### config.mk
export PLATFORM = sky130hd
export DESIGN_NAME = cpu_operating_mode_control
export DESIGN_NICKNAME = d
export VERILOG_FILES = /design/src/rtl/mode_ctrl_pkg.sv /design/src/rtl/cpu_operating_mode_control.sv
export VERILOG_INCLUDE_DIRS = /design/src /design/src/rtl
export SDC_FILE = /design/constraint.sdc
export NUM_CORES = 1
export LEC_CHECK = 0
export ABC_AREA = 1
export BUFFER_PORTS_ARGS = -buffer_cell sky130_fd_sc_hd__buf_2
export CORE_ASPECT_RATIO = 1.2
export CORE_MARGIN = 2
export CORE_UTILIZATION = 41
export CTS_BUF_LIST = sky130_fd_sc_hd__clkbuf_4
export CTS_CLUSTER_DIAMETER = 200
export DETAILED_ROUTE_END_ITERATION = 8
export GPL_ROUTABILITY_DRIVEN = 0
export PLACE_DENSITY_LB_ADDON = 0.1
export SYNTH_ARGS = -nofsm -noshare
export SYNTH_HDL_FRONTEND = slang
export SYNTH_SLANG_ARGS = --single-unit
### constraint.sdc
create_clock -name CLK -period 1.3 [get_ports CLK]
set_input_delay 0.065 -clock CLK [delete_from_list [all_inputs] [get_ports CLK]]
set_output_delay 0.065 -clock CLK [all_outputs]
set_load 0.005 [all_outputs]
### src/rtl/mode_ctrl_consts.svh
// constants for the cpu operating mode controller
`ifndef MODE_CTRL_CONSTS_SVH
`define MODE_CTRL_CONSTS_SVH
`define RESET_VECTOR_HI 16'hfffe
`define RESET_VECTOR_LO 16'hffff
`define STAT_OK 2'h0
`define STAT_LOW_POWER_ERR 2'h1
`define STAT_REFUSED 2'h2
`endif

### src/rtl/mode_ctrl_pkg.sv
// types for the cpu operating mode controller
package mode_ctrl_pkg;
	typedef enum logic [2:0] {
		CMD_MEM_ACCESS = 3'h0,
		CMD_MEM_STATUS = 3'h1,
		CMD_DBG_REG = 3'h2,
		CMD_HALT_REQ = 3'h3,
		CMD_CPU_REG = 3'h4,
		CMD_TRACE = 3'h5,
		CMD_RESUME = 3'h6,
		CMD_NONE = 3'h7
	} dbg_cmd_t;
	typedef enum logic [4:0] {
		ST_RESET = 5'h01,
		ST_RUN = 5'h02,
		ST_HALTED = 5'h04,
		ST_WAIT = 5'h08,
		ST_STOP = 5'h10
	} cpu_mode_t;
	typedef struct packed {
		logic valid;
		dbg_cmd_t cmd;
	} dbg_req_t;
	typedef struct packed {
		logic valid;
		logic [1:0] status;
		logic execute;
	} dbg_rsp_t;
	typedef struct packed {
		logic break_instr;
		logic wait_instr;
		logic stop_instr;
	} cpu_evt_t;
endpackage : mode_ctrl_pkg

### src/rtl/cpu_operating_mode_control.sv
// cpu operating mode control: run, halted debug, wait and stop
// Behaviour
// - reset released with mode-select pin high enters run mode
// - run after reset fetches first address from two-byte top vector
// - reset released with mode-select pin low enters halted debug mode
// - halt request command from debug host enters halted debug mode
// - software break instruction enters halted debug mode
// - debug controller or trigger module breakpoint enters halted debug mode
// - halted mode stops fetching and waits for debug commands
// - non-intrusive commands accepted in run and halted modes
// - cpu register and trace commands execute only while halted
// - resume command while halted returns to user program
// - wait instruction stops the core clock
// - entering wait clears the interrupt mask bit
// - an interrupt in wait wakes core into interrupt stacking unless a halt request comes in the same cycle
// - in wait only halt request and memory-with-status accepted
// - memory-with-status in wait or stop reports low-power error, no access
// - halt request in wait wakes core straight into halted mode
// - peripheral clocks keep running in wait
// - stop halts core and bus clocks
// - stop instruction with stop enable clear causes illegal-opcode reset
`include "mode_ctrl_consts.svh"
`timescale 1ns/10ps
`default_nettype none
module cpu_operating_mode_control
	import mode_ctrl_pkg::*;
(
	// clock and reset
	input wire logic CLK,
	input wire logic SRST,
	// pins and core events
	input wire logic DEBUG_MODE_SELECT_PIN,
	input wire cpu_evt_t CPU_EVT,
	input wire logic DBC_BREAKPOINT,
	input wire logic TRIGGER_BREAKPOINT,
	input wire logic IRQ_REQ,
	input wire logic STOP_ENABLE_BIT,
	input wire logic STOP_WAKE,
	// serial debug controller command path
	input wire dbg_req_t DBG_REQ,
	output var dbg_rsp_t DBG_RSP,
	// core control
	output var cpu_mode_t MODE,
	output logic FETCH_EN,
	output logic VECTOR_FETCH,
	output logic [15:0] VECTOR_ADDR,
	output logic CLEAR_IRQ_MASK,
	output logic START_STACKING,
	output logic CORE_CLK_EN,
	output logic BUS_CLK_EN,
	output logic PERIPH_CLK_EN,
	output logic ILLEGAL_OPCODE_RESET
);
	logic pin_meta;
	logic pin_sync;
	logic reset_seen;
	cpu_mode_t mode;
	cpu_mode_t next_mode;
	logic halt_cmd;
	logic resume_cmd;
	logic bp_hit;

	// two-stage synchroniser; only the second stage is read
	always_ff @(posedge CLK)
	begin
		pin_meta <= DEBUG_MODE_SELECT_PIN;
		pin_sync <= pin_meta;
	end

	assign halt_cmd = DBG_REQ.valid && DBG_REQ.cmd == CMD_HALT_REQ;
	assign resume_cmd = DBG_REQ.valid && DBG_REQ.cmd == CMD_RESUME;
	assign bp_hit = CPU_EVT.break_instr || DBC_BREAKPOINT || TRIGGER_BREAKPOINT;

	// mode transitions; ST_RESET lasts one cycle after release so pin is sampled once
	always_comb
	begin
		next_mode = mode;
		case (mode)
			ST_RESET:
				next_mode = pin_sync ? ST_RUN : ST_HALTED;
			ST_RUN:
			begin
				if (halt_cmd || bp_hit)
					next_mode = ST_HALTED;
				else if (CPU_EVT.wait_instr)
					next_mode = ST_WAIT;
				else if (CPU_EVT.stop_instr && STOP_ENABLE_BIT)
					next_mode = ST_STOP;
				else if (CPU_EVT.stop_instr)
					next_mode = ST_RESET;
			end
			ST_HALTED:
				if (resume_cmd)
					next_mode = ST_RUN;
			ST_WAIT:
			begin
				if (halt_cmd)
					next_mode = ST_HALTED;
				else if (IRQ_REQ)
					next_mode = ST_RUN;
			end
			ST_STOP:
			begin
				if (halt_cmd)
					next_mode = ST_HALTED;
				else if (STOP_WAKE || IRQ_REQ)
					next_mode = ST_RUN;
			end
			default:
				next_mode = ST_RESET;
		endcase
	end

	// mode register
	always_ff @(posedge CLK)
	begin
		if (SRST)
			mode <= ST_RESET;
		else
			mode <= next_mode;
	end

	// high during the first vector cycle; selects the low byte for the second
	// a later illegal-stop reset goes through the same path and refetches the vector
	always_ff @(posedge CLK)
	begin
		if (SRST)
			reset_seen <= 1'b0;
		else
			reset_seen <= (mode == ST_RESET) && pin_sync;
	end

	// vector fetch and core strobes
	always_ff @(posedge CLK)
	begin
		if (SRST)
		begin
			VECTOR_FETCH <= 1'b0;
			VECTOR_ADDR <= 16'h0000;
			CLEAR_IRQ_MASK <= 1'b0;
			START_STACKING <= 1'b0;
			ILLEGAL_OPCODE_RESET <= 1'b0;
		end
		else
		begin
			// high byte first, then low byte at the next address
			// two fetch cycles so the core sees both halves of the start address
			VECTOR_FETCH <= ((mode == ST_RESET) && pin_sync) || reset_seen;
			// address rests on the high byte outside the fetch
			VECTOR_ADDR <= reset_seen ? `RESET_VECTOR_LO : `RESET_VECTOR_HI;
			CLEAR_IRQ_MASK <= (mode == ST_RUN) && (next_mode == ST_WAIT);
			START_STACKING <= (mode == ST_WAIT) && (next_mode == ST_RUN);
			ILLEGAL_OPCODE_RESET <= (mode == ST_RUN) && CPU_EVT.stop_instr
				&& !STOP_ENABLE_BIT && !halt_cmd && !bp_hit && !CPU_EVT.wait_instr;
		end
	end

	// clock gating per mode; registered so outputs come from flops
	always_ff @(posedge CLK)
	begin
		if (SRST)
		begin
			MODE <= ST_RESET;
			FETCH_EN <= 1'b0;
			CORE_CLK_EN <= 1'b1;
			BUS_CLK_EN <= 1'b1;
			PERIPH_CLK_EN <= 1'b1;
		end
		else
		begin
			MODE <= next_mode;
			FETCH_EN <= (next_mode == ST_RUN);
			CORE_CLK_EN <= !(next_mode == ST_WAIT || next_mode == ST_STOP);
			BUS_CLK_EN <= (next_mode != ST_STOP);
			PERIPH_CLK_EN <= (next_mode != ST_STOP);
		end
	end

	// command acceptance; answers one cycle after the request
	always_ff @(posedge CLK)
	begin
		if (SRST)
			DBG_RSP <= '0;
		else
		begin
			DBG_RSP.valid <= DBG_REQ.valid;
			DBG_RSP.execute <= 1'b0;
			DBG_RSP.status <= `STAT_OK;
			if (DBG_REQ.valid)
			begin
				case (mode)
					ST_RUN:
						case (DBG_REQ.cmd)
							CMD_MEM_ACCESS, CMD_MEM_STATUS, CMD_DBG_REG, CMD_HALT_REQ:
								DBG_RSP.execute <= 1'b1;
							default:
								DBG_RSP.status <= `STAT_REFUSED;
						endcase
					ST_HALTED:
						DBG_RSP.execute <= (DBG_REQ.cmd != CMD_NONE);
					ST_WAIT, ST_STOP:
						case (DBG_REQ.cmd)
							CMD_MEM_STATUS:
								DBG_RSP.status <= `STAT_LOW_POWER_ERR;
							CMD_HALT_REQ:
								DBG_RSP.execute <= 1'b1;
							default:
								DBG_RSP.status <= `STAT_REFUSED;
						endcase
					default:
						DBG_RSP.status <= `STAT_REFUSED;
				endcase
			end
		end
	end

	// checks
	chk_pin_high_run: assert property (@(posedge CLK) disable iff (SRST)
		mode == ST_RESET && pin_sync |=> mode == ST_RUN && VECTOR_FETCH)
		else $error("run not entered with pin high");
	chk_pin_low_halt: assert property (@(posedge CLK) disable iff (SRST)
		mode == ST_RESET && !pin_sync |=> mode == ST_HALTED && !FETCH_EN)
		else $error("halt not entered with pin low");
	chk_break_halts: assert property (@(posedge CLK) disable iff (SRST)
		mode == ST_RUN && bp_hit |=> MODE == ST_HALTED)
		else $error("breakpoint did not halt");
	chk_trace_refused: assert property (@(posedge CLK) disable iff (SRST)
		mode == ST_RUN && DBG_REQ.valid && DBG_REQ.cmd == CMD_TRACE |=> !DBG_RSP.execute)
		else $error("trace executed in run");
	chk_resume_runs: assert property (@(posedge CLK) disable iff (SRST)
		mode == ST_HALTED && resume_cmd |=> FETCH_EN)
		else $error("resume ignored");
	chk_wait_mask: assert property (@(posedge CLK) disable iff (SRST)
		mode == ST_RUN && next_mode == ST_WAIT |=> CLEAR_IRQ_MASK && !CORE_CLK_EN && PERIPH_CLK_EN)
		else $error("wait entry wrong");
	chk_wait_status: assert property (@(posedge CLK) disable iff (SRST)
		mode == ST_WAIT && DBG_REQ.valid && DBG_REQ.cmd == CMD_MEM_STATUS
		|=> DBG_RSP.status == `STAT_LOW_POWER_ERR && !DBG_RSP.execute)
		else $error("status error missing");
	chk_wait_halt: assert property (@(posedge CLK) disable iff (SRST)
		mode == ST_WAIT && halt_cmd |=> mode == ST_HALTED && CORE_CLK_EN)
		else $error("halt in wait ignored");
	chk_stop_clocks: assert property (@(posedge CLK) disable iff (SRST)
		mode == ST_STOP |-> !BUS_CLK_EN && !CORE_CLK_EN)
		else $error("clocks running in stop");
	chk_stop_illegal: assert property (@(posedge CLK) disable iff (SRST)
		mode == ST_RUN && CPU_EVT.stop_instr && !STOP_ENABLE_BIT && !halt_cmd && !bp_hit
		&& !CPU_EVT.wait_instr |=> ILLEGAL_OPCODE_RESET && mode == ST_RESET)
		else $error("illegal stop not reset");
	cov_wait_irq: cover property (@(posedge CLK) mode == ST_WAIT && IRQ_REQ && !halt_cmd);
	cov_halt_resume: cover property (@(posedge CLK) mode == ST_HALTED && resume_cmd);
	cov_stop_enter: cover property (@(posedge CLK) mode == ST_RUN && next_mode == ST_STOP);
	cov_illegal_stop: cover property (@(posedge CLK) ILLEGAL_OPCODE_RESET);
	cov_pin_low_boot: cover property (@(posedge CLK) mode == ST_RESET && !pin_sync);

	// further checks, one per rule the controller owns

	// start address high byte comes first
	chk_vector_hi: assert property (@(posedge CLK) disable iff (SRST)
		mode == ST_RESET && pin_sync |=> VECTOR_FETCH && VECTOR_ADDR == `RESET_VECTOR_HI)
		else $error("vector high byte missing");

	// low byte follows on the next cycle
	chk_vector_lo: assert property (@(posedge CLK) disable iff (SRST)
		mode == ST_RESET && pin_sync |=> ##1 VECTOR_FETCH && VECTOR_ADDR == `RESET_VECTOR_LO)
		else $error("vector low byte missing");

	// host halt request stops the program in run
	chk_halt_cmd_run: assert property (@(posedge CLK) disable iff (SRST)
		mode == ST_RUN && halt_cmd |=> MODE == ST_HALTED)
		else $error("halt request ignored in run");

	// either breakpoint source alone is enough
	chk_dbg_break: assert property (@(posedge CLK) disable iff (SRST)
		mode == ST_RUN && (DBC_BREAKPOINT || TRIGGER_BREAKPOINT) |=> mode == ST_HALTED)
		else $error("debug breakpoint did not halt");

	// no user fetch while suspended
	chk_halted_no_fetch: assert property (@(posedge CLK) disable iff (SRST)
		mode == ST_HALTED && !resume_cmd |=> !FETCH_EN)
		else $error("fetch while halted");

	// non-intrusive commands run alongside the program
	chk_run_accepts: assert property (@(posedge CLK) disable iff (SRST)
		mode == ST_RUN && DBG_REQ.valid
		&& DBG_REQ.cmd inside {CMD_MEM_ACCESS, CMD_MEM_STATUS, CMD_DBG_REG, CMD_HALT_REQ}
		|=> DBG_RSP.valid && DBG_RSP.execute)
		else $error("non-intrusive command refused in run");

	// every request gets exactly one answer a cycle later
	chk_rsp_follows: assert property (@(posedge CLK) disable iff (SRST)
		DBG_RSP.valid == $past(DBG_REQ.valid) || $past(SRST))
		else $error("answer does not follow request");

	// cpu register access needs a halted core
	chk_cpu_reg_refused: assert property (@(posedge CLK) disable iff (SRST)
		mode == ST_RUN && DBG_REQ.valid && DBG_REQ.cmd == CMD_CPU_REG
		|=> DBG_RSP.status == `STAT_REFUSED && !DBG_RSP.execute)
		else $error("cpu register access in run");

	// trace, refused in run, is carried out once halted
	chk_halted_exec: assert property (@(posedge CLK) disable iff (SRST)
		mode == ST_HALTED && DBG_REQ.valid && DBG_REQ.cmd == CMD_TRACE |=> DBG_RSP.execute)
		else $error("trace refused while halted");

	// core unclocked for the whole wait
	chk_wait_core_off: assert property (@(posedge CLK) disable iff (SRST)
		mode == ST_WAIT |-> !CORE_CLK_EN)
		else $error("core clocked in wait");

	// interrupt wake goes straight into stacking
	chk_irq_wakes: assert property (@(posedge CLK) disable iff (SRST)
		mode == ST_WAIT && IRQ_REQ && !halt_cmd |=> START_STACKING && mode == ST_RUN)
		else $error("interrupt did not wake");

	// everything but halt and status is refused in wait
	chk_wait_refuse: assert property (@(posedge CLK) disable iff (SRST)
		mode == ST_WAIT && DBG_REQ.valid && !(DBG_REQ.cmd inside {CMD_MEM_STATUS, CMD_HALT_REQ})
		|=> !DBG_RSP.execute)
		else $error("command executed in wait");

	// stop gives the same status answer as wait
	chk_stop_status: assert property (@(posedge CLK) disable iff (SRST)
		mode == ST_STOP && DBG_REQ.valid && DBG_REQ.cmd == CMD_MEM_STATUS
		|=> DBG_RSP.status == `STAT_LOW_POWER_ERR && !DBG_RSP.execute)
		else $error("status error missing in stop");

	// peripherals and bus keep running in wait
	chk_wait_periph: assert property (@(posedge CLK) disable iff (SRST)
		mode == ST_WAIT |-> PERIPH_CLK_EN && BUS_CLK_EN)
		else $error("peripheral clock off in wait");

	// enabled stop really stops
	chk_stop_enter: assert property (@(posedge CLK) disable iff (SRST)
		mode == ST_RUN && CPU_EVT.stop_instr && STOP_ENABLE_BIT && !halt_cmd && !bp_hit
		&& !CPU_EVT.wait_instr |=> mode == ST_STOP)
		else $error("enabled stop not entered");

	// reset state is one cycle, so the pin is read once
	chk_pin_once: assert property (@(posedge CLK) disable iff (SRST)
		mode == ST_RESET |=> mode != ST_RESET)
		else $error("reset state held too long");
endmodule : cpu_operating_mode_control
`default_nettype wire

* After elaboration in Yosys (flattened, before gate mapping) *
Cells that the tools add are included.

storage, ports and cells
  flip-flop bits (word level) = 35
  input bits = 15
  output and inout port bits = 33
  word-level logic and storage cells = 74

cells by class
  equal/unequal tests = 14
  muxes and demuxes = 18
  bitwise gates (word level) = 1
  reduce and logical (&&, ||, !) cells = 26

operator list
  kind                                                              count
  5-bit two-way mux                                                 9
  5-bit case mux with 5 select lines                                1
  1-bit logical AND                                                 11
  5-bit by 2-bit == test with 1-bit output (second input constant)  2
  5-bit by 4-bit == test with 1-bit output (second input constant)  2
  5-bit == test (second input constant)                             2
  3-bit by 2-bit == test with 1-bit output (second input constant)  2
  1-bit logical OR                                                  6
  2-bit case mux with 3 select lines                                1
  5-bit by 1-bit == test with 1-bit output (second input constant)  1
  5-bit by 3-bit == test with 1-bit output (second input constant)  1
  1-bit logical NOT                                                 5
  5-bit inequality test (second input constant)                     1
  2-bit case mux with 2 select lines                                1
  2-bit OR reduction                                                2
  4-bit OR reduction                                                1
  3-bit by 1-bit == test with 1-bit output (second input constant)  1
  3-bit == test (second input constant)                             1
  3-bit logical NOT                                                 1
  1-bit two-way mux                                                 3
  3-bit two-way mux                                                 1
  3-bit inequality test (second input constant)                     1
  1-bit case mux with 3 select lines                                1
  2-bit two-way mux                                                 1
  1-bit NOT                                                         1

* Longest topological paths before layout *
Gate-level depths: netlist (run 1).

  word-level depth = 8
  gate-level depth with buffers = 9

* Worst setup path before layout (run 1) *
OpenSTA, ideal clock, no wires.

  path type = reg2reg
  start point = reg MODE[4] (netlist name)
  end point = reg PERIPH_CLK_EN
  data arrival time = 1.033 ns
  required time = 1.191 ns
  slack = 0.158 ns
  cell stages (with the launch flop) = 9
  path buffers = 0
  clock period less this slack = 1.142 ns
  cells stage by stage = dfxtp_1 > inv_1 > nand2_1 > nor2_4 > nand3_1 > nand2_1 > inv_2 > nor2_4 > inv_2

RTL lines
  item                  RTL line                           RTL
  to (signal assigned)  cpu_operating_mode_control.sv:175  PERIPH_CLK_EN <= (next_mode != ST_STOP);
  to (decl)             cpu_operating_mode_control.sv:51   output logic PERIPH_CLK_EN,

==> summary.md, run 1 <==
| Metric | Value |
|---|---|
| Status | `complete, no violations` |
| Overall global routing resource usage | `around 16%` |
| Htree depth | `1` |
| Share of cells above drive strength 1 | `a little over two fifths` |
| Number of global-route vias before repair | `~880` |
| Final Cell Area | `between 1000 and 1500 µm²` |
| Fin crit share | `between 90 and 100%` |
| Final HPWL DP | `~1.9 mm` |
| CP Capture Type | `register` |
| Crit-path max FO | `5` |
| Global-route wire length before repair | `between 3 and 4 mm` |
| Mux cell area share after synthesis | `0%` |
| Die area | `about 3100 µm²` |
| DR pass1 iterations | `5` |
| FMAX | `819.1 MHz` |
| Synth Cell Area | `1106 µm²` |
| # clock sinks | `21` |
| Wire per inst | `10.47 µm` |
| Average instance area after synthesis | `7.136 µm²` |
| Num CTS Buffers | `3` |
| Power Density | `between 900 and 1000 nW/µm²` |
| Clock Path Buffers | `2` |
| Final Power | `roughly 1.3 mW` |
| VDD IR max | `0.5050 mV` |
| Synth Area in Adders | `0%` |
| CTS root buf | `clkbuf_4` |
| Worst Skew | `0.007011 ns` |
| Area growth from synthesis to layout | `24.89%` |
| Synth top area cells | `dfxtp_1 (38%), buf_4 (10%), nand2_1 (8.8%)` |
| Fin worst setup slack | `between 0.07 and 0.08 ns` |
| Post-synth EDFFs | `0` |
| Fin cells | `~230` |
| Synth Flop Type | `dfxtp_1` |
| FF+latch count, synth | `21` |
| Max_slew headroom | `79.77%` |
| Worst EP arrival | `1.42 ns` |
| Nets | `between 200 and 250` |
| Post-Synthesis Cells | `around 160` |
| Initial Util | `between 40 and 50%` |
| Fin. Hold Viols | `0` |
| ANT nets after route | `0` |
| Chip Height | `~61 µm` |
| Core Footprint | `between 2000 and 3000 µm²` |
| CP startpoint kind | `register` |
| Cell taking the most area after synthesis | `dfxtp_1` |
| Drt total wl | `2.419 mm` |
| Setup violators final | `0` |
| Worst Path Required | `1.50 ns` |
| Post-synth cell types | `19` |
| Worst Tran Pin Value | `approximately 0.3 ns` |
| Via-to-Cell Ratio | `4.766` |
| Leak pwr | `just over 0.7 nW` |
| Grt ovf | `0` |
| Largest net degree at the start of global routing | `16` |
| Most instantiated cells after synthesis | `nand2_1 (26), nor2_1 (25), dfxtp_1 (21), inv_1 (21)` |
| Top-count cell post-synth | `nand2_1` |
| Yosys Warn Count | `0` |
| Top Ports | `48` |
| Crit path kind | `register to register` |
| First DRT Iteration DRCs | `31` |
| Min-delay worst type | `input pin to register` |
| Setup slack at placement | `-0.005844 ns` |
| Synth Area in Simple Gates | `a little under two fifths` |
| Sequential share of the synthesized area | `38.01%` |
| Largest family of logic cells by synthesized area | `simple AND/OR/NAND/NOR gates` |
| Max Cap Violations | `0` |
| Synth top area share | `around two fifths` |
| Placed cell areas | `about 1300 µm²` |
| Dpl cells | `220` |
| Residual DRC | `0` |
| Diode count | `0` |
| Clk Latency, worst-skew pair | `roughly 0.30 ns` |
| Final Max Slew Viols | `0` |
| Asr flop ratio synth | `0%` |
| RSZ-0062 raised after global routing | `yes` |
| Final Critical Period | `1.221 ns` |
| XOR/XNOR Fraction of Synth Area | `0%` |
| DIE WIDTH | `~51 µm` |
| Vias | `~1.1k` |
| Post-synthesis compound-gate area fraction | `between 5 and 6%` |
| Port bufs | `47` |
| TritonCTS clock tree | `done` |
| Syn_nets | `170` |
| Clk pin slew, worst setup/hold paths | `0.12 ns` |
| Number of cell rows | `20` |
| Initial antenna violation count | `0` |
-- cells by family (layout without fill, tap and decap cells) --
group / count (synthesis) / in the layout
simple gates: 83 / 83
buf+inv: 41 / 84
flops: 21 / 21
compound gates: 10 / 10
-- through the flow --
| stage | utilization, % | TNS [ns] | hold WS (ns) |
|---|---|---|---|
| 3_3_place_gp | 49.61 | -0.04911 | 0.1668 |
| 4_1_cts | 51.91 | 0 | 0.04856 |
| 6_report | 54.12 | 0 | 0.05891 |
| 3_5_place_dp | 49.61 | -0.01039 | 0.1728 |
| 5_1_grt | 54.12 | -0.03714 | 0.06188 |
| 2_1_floorplan | - | 0 | 0.09272 |
-- per-layer routing --
layer	global-route usage (%)	vias to the layer above	share of wire (%)
li1	-	556	-
met1	17.66	486	42
met2	30.40	55	49
met3	2.463	4	8.1
met4	7.895	0	1.7
met5	0	-	0
-- final cells by class --
class	instances	area, µm²
clock buffers	3	22.52
fillers	278	1171
inverters	25	93.84
clock inverters	1	5.005
repair buffers	55	302.8
multi-input cells	93	485.5
flip-flops and latches	21	430.4
well taps	33	41.29
-- critical path, stage by stage (launching register included) --
cell and delay (ns):
dfxtp_4 0.38, nor2_4 0.17, nand2_2 0.08, nor2_4 0.17, nand3_1 0.09, nand2_1 0.08, inv_2 0.05, nand2_1 0.05
nand2_1 0.04
-- registers in the layout, indices dropped and copies added, names as in the netlist --
| signal | count |
|---|---|
| MODE | 5 |
| DBG_RSP | 4 |
| VECTOR_ADDR | 2 |
| CLEAR_IRQ_MASK | 1 |
| CORE_CLK_EN | 1 |
| FETCH_EN | 1 |
| ILLEGAL_OPCODE_RESET | 1 |
| PERIPH_CLK_EN | 1 |
| START_STACKING | 1 |
| VECTOR_FETCH | 1 |
| pin_meta | 1 |
| pin_sync | 1 |
| reset_seen | 1 |
-- placed cells by master, fill, tap and decap left out, types with 2 or more instances in the layout --
master,synthesis,layout
a21oi_1,3,3
buf_2,0,47
buf_4,15,5
clkbuf_4,0,3
dfxtp_1,21,17
dfxtp_2,0,2
dfxtp_4,0,2
dlygate4sd3_1,0,3
inv_1,21,20
inv_2,4,5
nand2_1,26,25
nand2_2,4,5
nand3_1,15,14
nand4_1,3,3
nor2_1,25,23
nor2_2,2,3
nor2_4,5,6
nor4_2,2,2
o21ai_0,4,4
-- where the power goes --
| part | total [mW] | leakage, nW | internal, mW | switching [mW] |
|---|---|---|---|---|
| Sequential | 0.713 | 0.174 | 0.678 | 0.0341 |
| Combinational | 0.280 | 0.534 | 0.121 | 0.159 |
| Clock | 0.317 | 0.0177 | 0.115 | 0.202 |
-- worst paths after layout --
path / start / end / slack, ns / depth (start not counted)
max reg2reg: MODE[3] / CORE_CLK_EN / 0.08 / 8
min: DBG_REQ[3] / DBG_RSP[3] / 0.06 / 3
min reg2reg: pin_meta / pin_sync / 0.35 / 0
max: MODE[3] / CORE_CLK_EN / 0.08 / 8
-- timing repair --
action / 4_1_cts / 5_1_grt
setup buffers: 0 / 4
hold endpoints to repair: 3 / 0
resized for setup: 1 / 11
hold buffers: 3 / 0
endpoints found under the setup margin: 4 / 13
gates cloned: 0 / 0
pin swaps: 0 / 4
No activity file was read; power rests on OpenSTA's default activity.
==> inputs of run 2 (changes only) <==
ABC_AREA = default   (was 1)
==> run 2 against run 1 <==
The run now ends with setup timing left. Final cell count down 15%. Sequential share of layout area shrank 1.5 points. Wire length up 1.7%. Synthesized cell count decreased by 32%. Global-route usage increased by 2.5 points. Maximum frequency decreased by 19%. Register-to-register slack got worse by 0.29 ns. Count of clock-buffer cells in the layout increased by 1. Critical path depth shrank 3. Clock power grew 7.6%. Largest cell class unchanged.
==> summary.md, run 2 <==
| Metric | Value |
|---|---|
| Status | `finished with violations` |
| Failing checks | `setup timing` |
| CP startpoint kind | `register` |
| Wire per inst | `12.55 µm (+20%)` |
| Worst Skew | `0.001420 ns (-0.005590 ns)` |
| Global-route wire length before repair | `3.981 mm (+7.7%)` |
| Synth top area cells | `dfxtp_1 (43%), buf_4 (12%), nand2b_1 (3.9%)` |
| Post-synth cell types | `38 (+19)` |
| Synth Cell Area | `969.7 µm² (-12%)` |
| Post-synth EDFFs | `0 (unchanged)` |
| Htree depth | `1 (unchanged)` |
| CP Capture Type | `register` |
| Final Cell Area | `1463 µm² (+5.9%)` |
| Initial antenna violation count | `0 (unchanged)` |
| Final HPWL DP | `1.876 mm (-1.8%)` |
| CTS root buf | `clkbuf_4` |
| First DRT Iteration DRCs | `42 (+35%)` |
| Largest net degree at the start of global routing | `16 (unchanged)` |
| FMAX | `662.9 MHz (-19%)` |
| TritonCTS clock tree | `done` |
| DR pass1 iterations | `4 (-1)` |
| Worst EP arrival | `1.69 ns (+0.27 ns)` |
| Die area | `2772 µm² (-11%)` |
| Share of cells above drive strength 1 | `60.61% (+19 points)` |
| Max Cap Violations | `0 (unchanged)` |
| Final Max Slew Viols | `0 (unchanged)` |
| Post-Synthesis Cells | `105 (-32%)` |
| Nets | `181 (-15%)` |
| Max incr delay on CP | `0.51 ns (+0.13 ns)` |
| Core Util, Final | `64.76% (+11 points)` |
| WP buf/inv | `1 (unchanged)` |
| Chip Height | `57.28 µm (-5.9%)` |
| DIE WIDTH | `48.40 µm (-5.9%)` |
| Asr flop ratio synth | `0% (unchanged)` |
| Fin. Hold Viols | `0 (unchanged)` |
| Top Family by Delay on Critical Path | `simple AND/OR/NAND/NOR gates` |
| Synth top area share | `43.35% (+5.3 points)` |
| Synth Flop Type | `dfxtp_1` |
| ANT nets after route | `0 (unchanged)` |
| Most instantiated cells after synthesis | `dfxtp_1 (21), buf_4 (15), nand2b_1 (6), nor2_1 (6)` |
| Clk pin slew, worst setup/hold paths | `0.11 ns (about the same)` |
| RSZ-0062 raised after global routing | `yes` |
| Grt ovf | `0 (unchanged)` |
| Final Power | `1.387 mW (+6.0%)` |
| Diode count | `0 (unchanged)` |
| Largest register by flop count | `MODE` |
| Area growth from synthesis to layout | `50.84%` |
| Crit-path max FO | `5 (unchanged)` |
| Drt total wl | `2.460 mm (+1.7%)` |
| Top-count cell post-synth | `dfxtp_1` |
| Setup violators final | `14 (+14)` |
| Commonest cells after routing, fill and taps aside | `buf_2 (47), buf_4 (22), dfxtp_1 (16)` |
| Max_slew headroom | `75.26% (-4.5 points)` |
| Clk Latency, worst-skew pair | `0.31 ns (about the same)` |
| Sequential share of the synthesized area | `43.35% (+5.3 points)` |
| Largest registers | `MODE (5), DBG_RSP (4), VECTOR_ADDR (2)` |
| Worst Tran Pin Value | `0.3665 ns (+0.06345 ns)` |
| Core Footprint | `2258 µm² (-12%)` |
| Leak pwr | `0.6743 nW (-7.0%)` |
| Port bufs | `47 (unchanged)` |
| Crit path kind | `register to register` |
| Via-to-Cell Ratio | `4.934 (+3.5%)` |
| Top Ports | `48 (unchanged)` |
| Top Metal Used | `met4` |
| Commonest non-fill, non-tap cell in the layout | `buf_2` |
| VDD IR max | `0.7087 mV (+40%)` |
| Final Critical Period | `1.509 ns (+0.2877 ns)` |
| Fin crit share | `116.0% (+22 points)` |
| Cell taking the most area after synthesis | `dfxtp_1` |
| Yosys Warn Count | `0 (unchanged)` |
| Overall global routing resource usage | `18.68% (+2.5 points)` |
| Average instance area after synthesis | `9.235 µm² (+29%)` |
| Max reg flops | `5 (unchanged)` |
| Met1 wire length | `927 µm (-7.7%)` |
| CP max stage cell | `or4_1` |
| Fin worst setup slack | `-0.2085 ns (-0.2877 ns)` |
| FF+latch count, synth | `21 (unchanged)` |
| Clock Path Buffers | `2 (unchanged)` |
| Num CTS Buffers | `3 (unchanged)` |
| # clock sinks | `21 (unchanged)` |
| Initial Util | `42.94% (-0.40 points)` |
| Placed cell areas | `1296 µm² (+2.4%)` |
| Number of global-route vias before repair | `939 (+6.9%)` |
| Syn_nets | `120 (-29%)` |
| Power Density | `948.5 nW/µm² (about the same)` |
| Worst Path Required | `1.48 ns (-0.02 ns)` |
| Number of cell rows | `19 (-5.0%)` |
| Residual DRC | `0 (unchanged)` |
| Routed wl met3 | `127 µm (-35%)` |
| Min-delay worst type | `input pin to register` |
| Critical-path cell list | `buf_4 > nand2b_1 > a21oi_4 > or4_1 > o311ai_0` |
| Met2 wire length | `1.264 mm (+7.5%)` |
| Vias | `967 (-12%)` |
==> run 2: cell types whose count changed after synthesis, moves of 4 or more <==
cell      change
inv_1        -17
inv_2         -4
nand2b_1      +6
nor2_1       -19
nor2_4        -5
nand2_1      -23
nand2_2       -4
nand3_1      -12
==> run 2: worst reg2reg max path, delay by kind of cell, from the launching register on <==
kind            cells  cell delay [ns]
compound gates      2             0.22
buf+inv             1             0.14
simple gates        2             0.65
flops               1             0.37
==> run 2: worst paths after layout <==
kind | start | end | slack [ns] | cells after the start
max reg2reg | MODE[3] | MODE[0] | -0.21 | 5
max | MODE[3] | MODE[0] | -0.21 | 5
min | DBG_REQ[3] | DBG_RSP[3] | 0.06 | 2
min reg2reg | pin_meta | pin_sync | 0.34 | 0
==> run 2: cell families after synthesis <==
kind of cell	Yosys count	synth area share, %
buffers and inverters	20	13.55
AO/OA/AOI/OAI	18	13.42
multiplexers	1	1.032
flip-flops	21	43.35
AND/OR/NAND/NOR	45	28.65
==> run 2: final cells by class <==
cell class                 instances  area, µm²
fill                             188      795.8
inverter                           4      15.01
multi-input combinational         64      511.7
timing repair buffer              72      432.9
clock buffer                       4      30.03
sequential                        21      434.2
tap                               31      38.79
==> run 2: report_power, final <==
group | internal, mW | switching [mW] | leakage (nW)
logic | 0.187 | 0.164 | 0.481
registers | 0.676 | 0.0193 | 0.175
clock network | 0.141 | 0.200 | 0.0184
total | 1.00 | 0.383 | 0.674
==> run 2: metrics by stage <==
stage                     worst slack [ns]  instances  setup TNS [ns]  hold slack, ns
after global placement             -0.2027        188          -1.924          0.1670
final                              -0.2085        196          -1.896         0.06343
after CTS                          -0.1799        194          -1.772         0.05600
after global routing               -0.2375        196          -2.471         0.05734
after detailed placement           -0.2576        188          -2.310          0.1696
after floorplan                    -0.1893        105          -1.091         0.09272
==> run 2: repair_timing <==
action                                 CTS  global route
gates resized for setup                  8            16
setup endpoints to repair               14            15
hold buffers                             1             0
buffers inserted                         1             2
pin swaps                                5             9
endpoints found under the hold margin    1             0
==> run 2: metal layers <==
| layer | vias to the layer above | global-route usage, % |
|---|---|---|
| met4 | 0 | 13.06 |
| met5 | - | 0 |
| met1 | 434 | 19.24 |
| li1 | 482 | - |
| met2 | 38 | 33.73 |
| met3 | 13 | 4.188 |
